File: src/pmode_cfg.svh
// register offsets, reset values, setting limits and field layout of the speed-loop selector
`ifndef PMODE_CFG_SVH
`define PMODE_CFG_SVH

// register offsets on the plain register port
`define OFS_METHOD    4'h0
`define OFS_MODESEL   4'h1
`define OFS_BIAS      4'h2
`define OFS_BIASW     4'h3
`define OFS_TRQ_TH    4'h4
`define OFS_SPD_TH    4'h5
`define OFS_ACC_TH    4'h6
`define OFS_ERR_TH    4'h7
`define OFS_STATUS    4'h8

// reset values
`define RST_METHOD    2'h0
`define RST_MODESEL   3'h0
`define RST_BIAS      16'h0000
`define RST_BIASW     16'h0007
`define RST_TRQ_TH    16'h00C8
`define RST_SPD_TH    16'h0000
`define RST_ACC_TH    16'h0000
`define RST_ERR_TH    16'h0000

// setting limits
`define MAX_BIAS      16'h01C2
`define MAX_BIASW     16'h00FA

// status fields
`define ST_PCTRL      0
`define ST_MODE_HIT   1
`define ST_BIAS_ON    2
`define ST_EXT_P      3

`endif

File: src/pmode_pkg.sv
// types shared by the speed-loop selector modules
package pmode_pkg;
  typedef logic [15:0] word_t;   // signed magnitudes carried as 16 bits
  typedef logic [3:0] addr_t;    // register index

  // control method codes
  typedef enum logic [1:0] {
    METHOD_SPEED,
    METHOD_POSITION,
    METHOD_TORQUE,
    METHOD_OTHER
  } method_e;

  // mode switch detection point
  typedef enum logic [2:0] {
    MSW_TORQUE,
    MSW_SPEED,
    MSW_ACCEL,
    MSW_ERROR,
    MSW_OFF
  } msw_e;

  // absolute value of a signed 16-bit quantity, saturated
  function automatic word_t mag16(input word_t v);
    word_t r;
    r = v;
    if (v[15]) begin
      r = (v == 16'h8000) ? 16'h7FFF : word_t'(~v + 16'h0001);
    end
    return r;
  endfunction
endpackage

File: src/pmode_if.sv
// settings carried from the register file to the mode logic
interface pmode_if;
  logic [1:0] method;     // control method selector
  logic [2:0] modesel;    // mode switch selector
  logic [15:0] bias;      // speed bias level
  logic [15:0] biasw;     // bias addition width
  logic [15:0] trq_th;    // torque threshold
  logic [15:0] spd_th;    // speed threshold
  logic [15:0] acc_th;    // acceleration threshold
  logic [15:0] err_th;    // error threshold
  modport regs (output method, modesel, bias, biasw, trq_th, spd_th,
                acc_th, err_th);
  modport core (input method, modesel, bias, biasw, trq_th, spd_th,
                acc_th, err_th);
endinterface

File: src/servo_pi_p_mode_switch.sv
// speed-loop control-law selector: pi or p, plus speed bias
//
// Decided for this implementation: the strobed register port and the placing of the registers.
module servo_pi_p_mode_switch
  import pmode_pkg::*;
(
  input wire logic clk,
  input wire logic rstn,
  input wire pmode_pkg::addr_t addr,
  input wire pmode_pkg::word_t wdata,
  input wire logic wr,
  input wire logic rd,
  output pmode_pkg::word_t rdata,
  input wire logic proportional_select_n,
  input wire logic sample_en,
  input wire pmode_pkg::word_t torque_ref,
  input wire pmode_pkg::word_t speed_ref,
  input wire pmode_pkg::word_t accel,
  input wire pmode_pkg::word_t pos_error,
  output logic p_control,
  output logic mode_hit,
  output logic bias_on,
  output pmode_pkg::word_t speed_ref_out
);
  import pmode_pkg::*;
  `include "pmode_cfg.svh"

  pmode_if cfg ();       // settings bundle
  logic sel_n_s;         // synchronised select pin
  logic ext_p;           // pin asks for p control

  // settings registers
  pmode_regs u_regs (
    .clk(clk),
    .rstn(rstn),
    .addr(addr),
    .wdata(wdata),
    .wr(wr),
    .cfg(cfg.regs)
  );

  // the pin comes from outside, so it is resynchronised first
  pmode_sync u_sync (
    .clk(clk),
    .rstn(rstn),
    .d(proportional_select_n),
    .q(sel_n_s)
  );

  // magnitudes of the detection quantities
  word_t trq_mag, spd_mag, acc_mag, err_mag;
  logic is_pos, is_spd;    // control method decode
  logic hit;               // mode switch condition
  logic bias_cond;         // bias condition
  logic p_req;             // combined p request
  word_t bias_sum;         // speed ref with bias applied

  always_comb begin
    trq_mag = mag16(torque_ref);
    spd_mag = mag16(speed_ref);
    acc_mag = mag16(accel);
    err_mag = mag16(pos_error);
  end

  // method decode and pin meaning
  always_comb begin
    is_spd = (cfg.method == 2'(METHOD_SPEED));
    is_pos = (cfg.method == 2'(METHOD_POSITION));
    // pin only counts in speed or position control
    ext_p = (is_spd || is_pos) && !sel_n_s;
  end

  // automatic detection point; strict "exceeds" compare throughout
  always_comb begin
    hit = 1'b0;
    case (msw_e'(cfg.modesel))
      MSW_TORQUE: hit = (trq_mag > cfg.trq_th);
      MSW_SPEED: hit = (spd_mag > cfg.spd_th);
      MSW_ACCEL: hit = (acc_mag > cfg.acc_th);
      // error compare ignored outside position control
      MSW_ERROR: hit = is_pos && (err_mag > cfg.err_th);
      MSW_OFF: hit = 1'b0;
      default: hit = 1'b0;
    endcase
  end

  // bias: position control and error beyond the addition width
  always_comb begin
    bias_cond = is_pos && (err_mag > cfg.biasw);
    bias_sum = speed_ref;
    if (bias_cond) begin
      // bias adds in the direction of the error; no wrap check
      // needed, references are far below full scale in practice
      if (pos_error[15]) begin
        bias_sum = word_t'(speed_ref - cfg.bias);
      end else begin
        bias_sum = word_t'(speed_ref + cfg.bias);
      end
    end
    p_req = ext_p || hit;
  end

  // output registers; flags and speed ref sampled on the loop enable pulse, read data every cycle
  logic p_q, p_d, hit_q, hit_d, bias_q, bias_d;
  word_t sro_q, sro_d;
  word_t rdata_q, rdata_d;

  always_comb begin
    p_d = p_q;
    hit_d = hit_q;
    bias_d = bias_q;
    sro_d = sro_q;
    if (sample_en) begin
      p_d = p_req;
      hit_d = hit;
      bias_d = bias_cond;
      sro_d = bias_sum;
    end
  end

  // read decode; unmapped indexes read zero
  always_comb begin
    rdata_d = 16'h0000;
    if (rd && addr == `OFS_METHOD) begin
      rdata_d = {14'h0000, cfg.method};
    end else if (rd && addr == `OFS_MODESEL) begin
      rdata_d = {13'h0000, cfg.modesel};
    end else if (rd && addr == `OFS_BIAS) begin
      rdata_d = cfg.bias;
    end else if (rd && addr == `OFS_BIASW) begin
      rdata_d = cfg.biasw;
    end else if (rd && addr == `OFS_TRQ_TH) begin
      rdata_d = cfg.trq_th;
    end else if (rd && addr == `OFS_SPD_TH) begin
      rdata_d = cfg.spd_th;
    end else if (rd && addr == `OFS_ACC_TH) begin
      rdata_d = cfg.acc_th;
    end else if (rd && addr == `OFS_ERR_TH) begin
      rdata_d = cfg.err_th;
    end else if (rd && addr == `OFS_STATUS) begin
      rdata_d[`ST_PCTRL] = p_q;
      rdata_d[`ST_MODE_HIT] = hit_q;
      rdata_d[`ST_BIAS_ON] = bias_q;
      rdata_d[`ST_EXT_P] = ext_p;
    end
  end

  // registers
  always_ff @(posedge clk) begin
    if (!rstn) begin
      p_q <= 1'b0;
      hit_q <= 1'b0;
      bias_q <= 1'b0;
      sro_q <= 16'h0000;
      rdata_q <= 16'h0000;
    end else begin
      p_q <= p_d;
      hit_q <= hit_d;
      bias_q <= bias_d;
      sro_q <= sro_d;
      rdata_q <= rdata_d;
    end
  end

  assign p_control = p_q;
  assign mode_hit = hit_q;
  assign bias_on = bias_q;
  assign speed_ref_out = sro_q;
  assign rdata = rdata_q;
endmodule

File: src/pmode_regs.sv
// register file holding the selector settings
module pmode_regs
  import pmode_pkg::*;
(
  input wire logic clk,
  input wire logic rstn,
  input wire pmode_pkg::addr_t addr,
  input wire pmode_pkg::word_t wdata,
  input wire logic wr,
  pmode_if.regs cfg
);
  `include "pmode_cfg.svh"

  logic [1:0] method_q, method_d;
  logic [2:0] modesel_q, modesel_d;
  word_t bias_q, bias_d, biasw_q, biasw_d;
  word_t trq_q, trq_d, spd_q, spd_d, acc_q, acc_d, err_q, err_d;

  // write decode; out-of-range settings are clipped to the limit
  always_comb begin
    method_d = method_q;
    modesel_d = modesel_q;
    bias_d = bias_q;
    biasw_d = biasw_q;
    trq_d = trq_q;
    spd_d = spd_q;
    acc_d = acc_q;
    err_d = err_q;
    if (wr && addr == `OFS_METHOD) begin
      method_d = wdata[1:0];
    end else if (wr && addr == `OFS_MODESEL) begin
      // codes above 4 act as "off" so no undefined detection point
      modesel_d = (wdata[2:0] > 3'h4) ? 3'h4 : wdata[2:0];
    end else if (wr && addr == `OFS_BIAS) begin
      bias_d = (wdata > `MAX_BIAS) ? `MAX_BIAS : wdata;
    end else if (wr && addr == `OFS_BIASW) begin
      biasw_d = (wdata > `MAX_BIASW) ? `MAX_BIASW : wdata;
    end else if (wr && addr == `OFS_TRQ_TH) begin
      trq_d = wdata;
    end else if (wr && addr == `OFS_SPD_TH) begin
      spd_d = wdata;
    end else if (wr && addr == `OFS_ACC_TH) begin
      acc_d = wdata;
    end else if (wr && addr == `OFS_ERR_TH) begin
      err_d = wdata;
    end
  end

  // registers, with documented defaults after reset
  always_ff @(posedge clk) begin
    if (!rstn) begin
      method_q <= `RST_METHOD;
      modesel_q <= `RST_MODESEL;
      bias_q <= `RST_BIAS;
      biasw_q <= `RST_BIASW;
      trq_q <= `RST_TRQ_TH;
      spd_q <= `RST_SPD_TH;
      acc_q <= `RST_ACC_TH;
      err_q <= `RST_ERR_TH;
    end else begin
      method_q <= method_d;
      modesel_q <= modesel_d;
      bias_q <= bias_d;
      biasw_q <= biasw_d;
      trq_q <= trq_d;
      spd_q <= spd_d;
      acc_q <= acc_d;
      err_q <= err_d;
    end
  end

  assign cfg.method = method_q;
  assign cfg.modesel = modesel_q;
  assign cfg.bias = bias_q;
  assign cfg.biasw = biasw_q;
  assign cfg.trq_th = trq_q;
  assign cfg.spd_th = spd_q;
  assign cfg.acc_th = acc_q;
  assign cfg.err_th = err_q;
endmodule

File: src/pmode_sync.sv
// two-flop synchroniser for the external select pin
module pmode_sync (
  input wire logic clk,
  input wire logic rstn,
  input wire logic d,
  output logic q
);
  logic s1_q, s1_d, s2_q, s2_d;

  // first stage feeds only the second
  always_comb begin
    s1_d = d;
    s2_d = s1_q;
  end

  // pin idles high (open), so reset to the released level
  always_ff @(posedge clk) begin
    if (!rstn) begin
      s1_q <= 1'b1;
      s2_q <= 1'b1;
    end else begin
      s1_q <= s1_d;
      s2_q <= s2_d;
    end
  end

  assign q = s2_q;
endmodule

File: config.mk
export PLATFORM = sky130hd
export DESIGN_NAME = servo_pi_p_mode_switch
export DESIGN_NICKNAME = d
export VERILOG_FILES = /design/src/pmode_pkg.sv /design/src/pmode_if.sv /design/src/servo_pi_p_mode_switch.sv /design/src/pmode_regs.sv /design/src/pmode_sync.sv
export VERILOG_INCLUDE_DIRS = /design/src
export SDC_FILE = /design/constraint.sdc
export NUM_CORES = 1
export LEC_CHECK = 0
export BUFFER_PORTS_ARGS = -buffer_cell sky130_fd_sc_hd__buf_2
export CORE_UTILIZATION = 60
export DETAILED_ROUTE_END_ITERATION = 6
export PLACE_DENSITY = 0.82
export SYNTH_ARGS = -nofsm -noshare
export SYNTH_HDL_FRONTEND = slang
export SYNTH_SLANG_ARGS = --single-unit
File: constraint.sdc
create_clock -name clk -period 5.9 [get_ports clk]
set_input_delay 1.18 -clock clk [delete_from_list [all_inputs] [get_ports clk]]
set_output_delay 1.18 -clock clk [all_outputs]
set_load 0.005 [all_outputs]
---- Word level (Yosys, flattened, before mapping) ----
Cells that the tools add are included.
operators by class
  add/subtract/negate cells ............... 6
  $lt $le $gt $ge ......................... 8
  equality and inequality tests ........... 16
  mux-type cells .......................... 24
  bitwise operators ....................... 12
  reduce and logical (&&, ||, !) cells .... 35
operators with widths
  operator                 number
  $mux W16                 17
  $gt A16 B16 Y1           5
  $add A16 B1 Y16 const B  4
  $eq A16 B16 Y1 const B   4
  $not A16 Y16             4
  $logic_and A1 B1 Y1      20
  $add A16 B16 Y16         1
  $eq A4 B3 Y1 const B     4
  $gt A16 B8 Y1 const B    1
  $gt A16 B9 Y1 const B    1
  $sub A16 B16 Y16         1
  $mux W12                 1
  $eq A4 B2 Y1 const B     2
  $mux W4                  2
  $not A1 Y1               8
  $reduce_and A8 Y1        1
  $reduce_and A7 Y1        1
  $eq A3 B2 Y1 const B     2
  $mux W3                  2
  $reduce_and A6 Y1        1
  $reduce_and A5 Y1        1
  $eq A4 B1 Y1 const B     1
  $eq A4 B4 Y1 const B     1
  $logic_not A4 Y1         1
  other kinds (14)         15
word-level totals
  flip-flop bits (word level) ............. 138
  bits of input ports ..................... 90
  output and inout port bits .............. 35
  word-level logic and storage cells ...... 118

---- Logic depth before layout (Yosys ltp) ----
  depth after elaboration ................. 12
  depth in mapped cells ................... 17
  depth with buffers taken out ............ 16

---- Hierarchy ----
From an unflattened synthesis, not the netlist that was laid out.
unflattened totals
  cells, all modules ...................... 1304
  area total of the unflattened synthesis .. 10278.6 sq um
modules (own cells, without submodules)
  module                  instances  cells each  area an instance (sq um)  seq. area each (sq um)
  servo_pi_p_mode_switch  1          899         6476.2                    700.7
  pmode_regs              1          401         3749.8                    2021.9
  pmode_sync              1          4           52.6                      40.0

---- Worst setup path after synthesis ----
No wires, ideal clock.
  path type ............................... input to register
  start point ............................. input pos_error[3]
  end point ............................... register sro_q[10] (netlist: speed_ref_out[10])
  setup time .............................. 130 ps
  data arrival time ....................... 4405 ps
  required time ........................... 5770 ps
  setup slack ............................. 1366 ps
  stages on the path ...................... 16
  buffers on the path ..................... 1
  cell sequence ........................... nor3_1 -> nand3_1 -> or3_1 -> or3b_1 -> o31ai_2 -> xor2_1 -> nand2_1 -> ha_1 -> a21o_1 -> a21o_1 -> a21o_1 -> a211oi_2 -> nor2_2 -> buf_2 -> nand3_1 -> o211ai_1
between the ends
  longest elaborated chain between the ends .. 7
  elaborated cells between the ends (all ways) .. 8
  those cells by class .................... 1 x add/sub; 1 x order compare; 1 x eq/ne; 3 x mux; 1 x bitwise; 1 x reduce/logical
ends and longest elaborated chain
  element                  line                           text
  from (decl)              servo_pi_p_mode_switch.sv:19   input wire pmode_pkg::word_t pos_error,
  $not A16 Y16             pmode_pkg.sv:28                r = (v == 16'h8000) ? 16'h7FFF : word_t'(~v + 16'h0001);
  $add A16 B1 Y16          pmode_pkg.sv:28
  $mux W16                 pmode_pkg.sv:28
  $mux W16 (*)             pmode_pkg.sv:27                if (v[15]) begin
  $gt A16 B16 Y1 (*)       servo_pi_p_mode_switch.sv:89   bias_cond = is_pos && (err_mag > cfg.biasw);
  $logic_and A1 B1 Y1 (*)  servo_pi_p_mode_switch.sv:89
  $mux W16 (*)             servo_pi_p_mode_switch.sv:91   if (bias_cond) begin
  to (signal assigned)     servo_pi_p_mode_switch.sv:160  sro_q <= sro_d;
  to (decl)                servo_pi_p_mode_switch.sv:105  word_t sro_q, sro_d;
Mark *: on every way between the ends. The rest lies on a longest branch, timed or not.
A chain may end at the register's enable or synchronous reset.

---- Worst setup path in the final report ----
  start point ............................. input pos_error[3]
  end point ............................... register sro_q[15] (netlist: speed_ref_out[15])
The elaborated chain is that of the path after synthesis.

==> run metrics <==
status=finished, violations left; failing checks=design-rule violations; total track usage=36.8%; clk sinks=138; core footprint=16,100 um2; WL per Instance=19.2 um; initial drt markers=1,291; vias in the first global route=9,010; mean area per synthesized cell=7.51 um2; reg2reg path depth=12; crit path cell chain=buf_2 > nor3_1 > nand3_1 > or3_1 > or3b_1 > o31ai_2 > xor2_1 > nand2_1 > ha_1 > nand4_1 > a211oi_1 > a211oi_2 > nor2_2 > o21ai_0 > or3b_1; Max Clock Skew=0.00719 ns; Worst setup EP type=register; Ports=125; Synth top cells by count=nand2_1, dfxtp_1, a21oi_1; Worst-Margin Slew=1.29 ns; RSZ-0062 raised after global routing=no; VDD IR-drop max=0.229 mV; Flop pwr share=38.4%; first-pass GRT wire length=47,300 um; Slowest-stage cell, CP=nor2_2; most common cell in the netlist=nand2_1; Final Hold Violating Endpoints=0; P_sw=0.000704 W; Comb power frac=18.4%; DP HPWL=24,100 um; critical path depth=15; Post-CTS Setup Inserts=0; layout cells sized above 1=12.3%; Post-synth EDFFs=0; DR vias/cell=6.27; Antenna Violating Nets Remaining=0; type of the worst setup path=input pin to register; worst setup path start=pos_error[3]; Netlist Area Pre-Place=9990 um2; Chip Height=131 um; Max H-tree Level=4; Max transition margin=13.5%; register area=2760 um2; Worst R2R Setup Slack=2.26 ns; top cells by area, synth=dfxtp_1, ha_1, nand2_1, a21oi_1, inv_1; via count=10.3k; Die W=131 um; Post-Syn Nets=1,521; CTS clk-pin slew, worst paths=0.06 ns; Worst Path Max Fanout=15; Syn Inst Count=1,330; Critical path buffers and inverters=1; DRT Pass-1 Iters=7; fmax=199 MHz; Req. time, crit path=6.21 ns; Port Buffer Count=124; most used cell, CP=or3b_1; maximum buffer depth of the clock tree=2; Power Dens Cells=224 nW/um2; Fill cells=1,379; total number of yosys warnings=0; number of remaining DRC errors=3; Clk pwr share=43.3%; multi-input logic area=6560 um2; crit path time final=5.04 ns; Starting Density=62.2%; # hold bufs at CTS=0; cell accounting for the most synthesized area=dfxtp_1; TritonCTS Buffers=17; Top FF cell, synth=dfxtp_1; final WL=31,500 um; Netlist cell types=79; max_cap viols=0; setup TNS=0 ns; Yosys reg bits=138; Post-CTS Resized=0; # nets final=1,603; critical path startpoint category=input pin; Root Buffer=clkbuf_16; CP delay by family, top=simple AND/OR/NAND/NOR gates; largest net degree at the start of global routing=49; Setup Viol. Count Final=0; Hold WS=0.450 ns; worst r2r dst=speed_ref_out[15]$_SDFFE_PN0P_; Layout area overhead=12.5%; GR Overflow Total=0; worst setup path end=speed_ref_out[15]$_SDFFE_PN0P_; Hold Path Class=register to register; top cell type's share of synthesized area=27.7%; worst skew pair latency=0.43 ns; Pint=0.00181 W; Leak Pwr=4.44 nW; TritonCTS clock tree=done; asr flop ratio synth=0%; GPL Wtd Cong=1.04; Seq/Total Area, Yosys=27.7%; # rows=46; CP peak stage delay=0.71 ns; Sw Ratio=27.9%; worst flop-to-flop path startpoint=u_regs.cfg.bias[2]$_SDFFE_PN0P_; full die area=17,200 um2; initial antenna violation count=1; max-slew violations=0; Final period util=85.4%; Arr. time, crit path=5.34 ns
## worst min-delay path by stage
stage                      startpoint  cells past startpoint  slack (ns)                  end
6_report       u_sync.s1_q$_SDFF_PN1_                      1        0.45  u_sync.q$_SDFF_PN1_
5_1_grt        u_sync.s1_q$_SDFF_PN1_                      1        0.47  u_sync.q$_SDFF_PN1_
4_1_cts        u_sync.s1_q$_SDFF_PN1_                      1        0.44  u_sync.q$_SDFF_PN1_
3_5_place_dp   u_sync.s1_q$_SDFF_PN1_                      1        0.43  u_sync.q$_SDFF_PN1_
3_3_place_gp   u_sync.s1_q$_SDFF_PN1_                      1        0.41  u_sync.q$_SDFF_PN1_
2_1_floorplan  u_sync.s1_q$_SDFF_PN1_                      1        0.39  u_sync.q$_SDFF_PN1_
## power groups by stage
stage	clock network, W	registers [W]	logic, W
5_1_grt	0.00112	0.000967	0.000514
4_1_cts	0.00109	0.000965	0.000454
3_5_place_dp	0	0.000985	0.000451
2_1_floorplan	0	0.000981	0.000308
6_report	0.00109	0.000966	0.000462
3_3_place_gp	0	0.000985	0.000438
## final cells by class
cell class                 count  area share [%]
sequential                   138            24.6
clock buffer                  22            4.13
tap                          216            2.41
inverter                     105            3.51
clock inverter                 8            1.07
antenna                        1          0.0223
multi-input combinational   1021            58.4
timing repair buffer         129            5.86
## layout by cell type (no fill, tap or decap), types with 6 or more instances in the layout
| cell | n |
|---|---|
| nor2_1 | 76 |
| inv_1 | 102 |
| ha_1 | 100 |
| o21ai_0 | 44 |
| o211ai_1 | 11 |
| a31oi_1 | 16 |
| a21oi_1 | 123 |
| o31ai_1 | 18 |
| nand3b_1 | 8 |
| dfxtp_1 | 138 |
| nand4_1 | 19 |
| clkbuf_16 | 17 |
| xnor2_1 | 21 |
| nand2_1 | 231 |
| nand2b_1 | 10 |
| a22oi_1 | 20 |
| and2_1 | 7 |
| and3_1 | 16 |
| nor2b_1 | 17 |
| nor4_1 | 6 |
| a21o_1 | 17 |
| a222oi_1 | 8 |
| a211oi_1 | 9 |
| a221o_1 | 7 |
| buf_2 | 124 |
| a221oi_1 | 8 |
| mux2i_1 | 13 |
| nand3_1 | 31 |
| o21ai_1 | 24 |
| or3_1 | 8 |
| nor3_1 | 37 |
| xor2_1 | 41 |
| o21a_1 | 9 |
## kinds of logic after synthesis
family / Yosys count / synth area share [%]
xor+xnor: 63 / 5.60
simple gates: 489 / 22.8
fa+ha+maj: 101 / 12.7
flops: 138 / 27.7
mux: 15 / 1.53
compound gates: 353 / 23.0
buf+inv: 171 / 6.66
## worst register-to-register path, stage by stage (launching register included)
cell and delay [ns]:
dfxtp_1 0.37, nor2_1 0.20, nor4b_4 0.43, a21oi_1 0.15
xnor2_1 0.29, ha_1 0.36, a41oi_1 0.22, o21ai_1 0.12
nor3_1 0.29, a21oi_1 0.15, or3_2 0.48, nand4_1 0.10
or3b_1 0.35
## registers in the layout, summed over array words and instances (netlist names)
register / count
bias_on: 1
mode_hit: 1
p_control: 1
rdata: 16
speed_ref_out: 16
u_regs.cfg.acc_th: 16
u_regs.cfg.bias: 16
u_regs.cfg.biasw: 16
u_regs.cfg.err_th: 16
u_regs.cfg.method: 2
u_regs.cfg.modesel: 3
u_regs.cfg.spd_th: 16
u_regs.cfg.trq_th: 16
u_sync.q: 1
u_sync.s1_q: 1
## through the flow
step / cells / cell area [um2] / util (%) / total power (W) / setup slack [ns]
floorplan: 1330 / 9990 / - / 0.00129 / 1.37
global placement: 1609 / 10600 / 66.3 / 0.00142 / 0.632
detailed placement: 1609 / 10600 / 66.3 / 0.00144 / 0.430
CTS: 1639 / 11200 / 69.9 / 0.00250 / 0.854
global route: 1640 / 11200 / 70.0 / 0.00261 / 0.683
finish: 1640 / 11200 / 70.0 / 0.00252 / 0.864
## per-layer routing
| metal | share of wire, % | global-route usage [%] | up-vias |
|---|---|---|---|
| met2 | 44 | 58.2 | 590 |
| met3 | 10 | 7.82 | 124 |
| met5 | 0 | 0 | - |
| met1 | 41 | 48.3 | 4676 |
| li1 | - | - | 4886 |
| met4 | 4.8 | 15.6 | 0 |
Power figures use the tool's default switching activity.
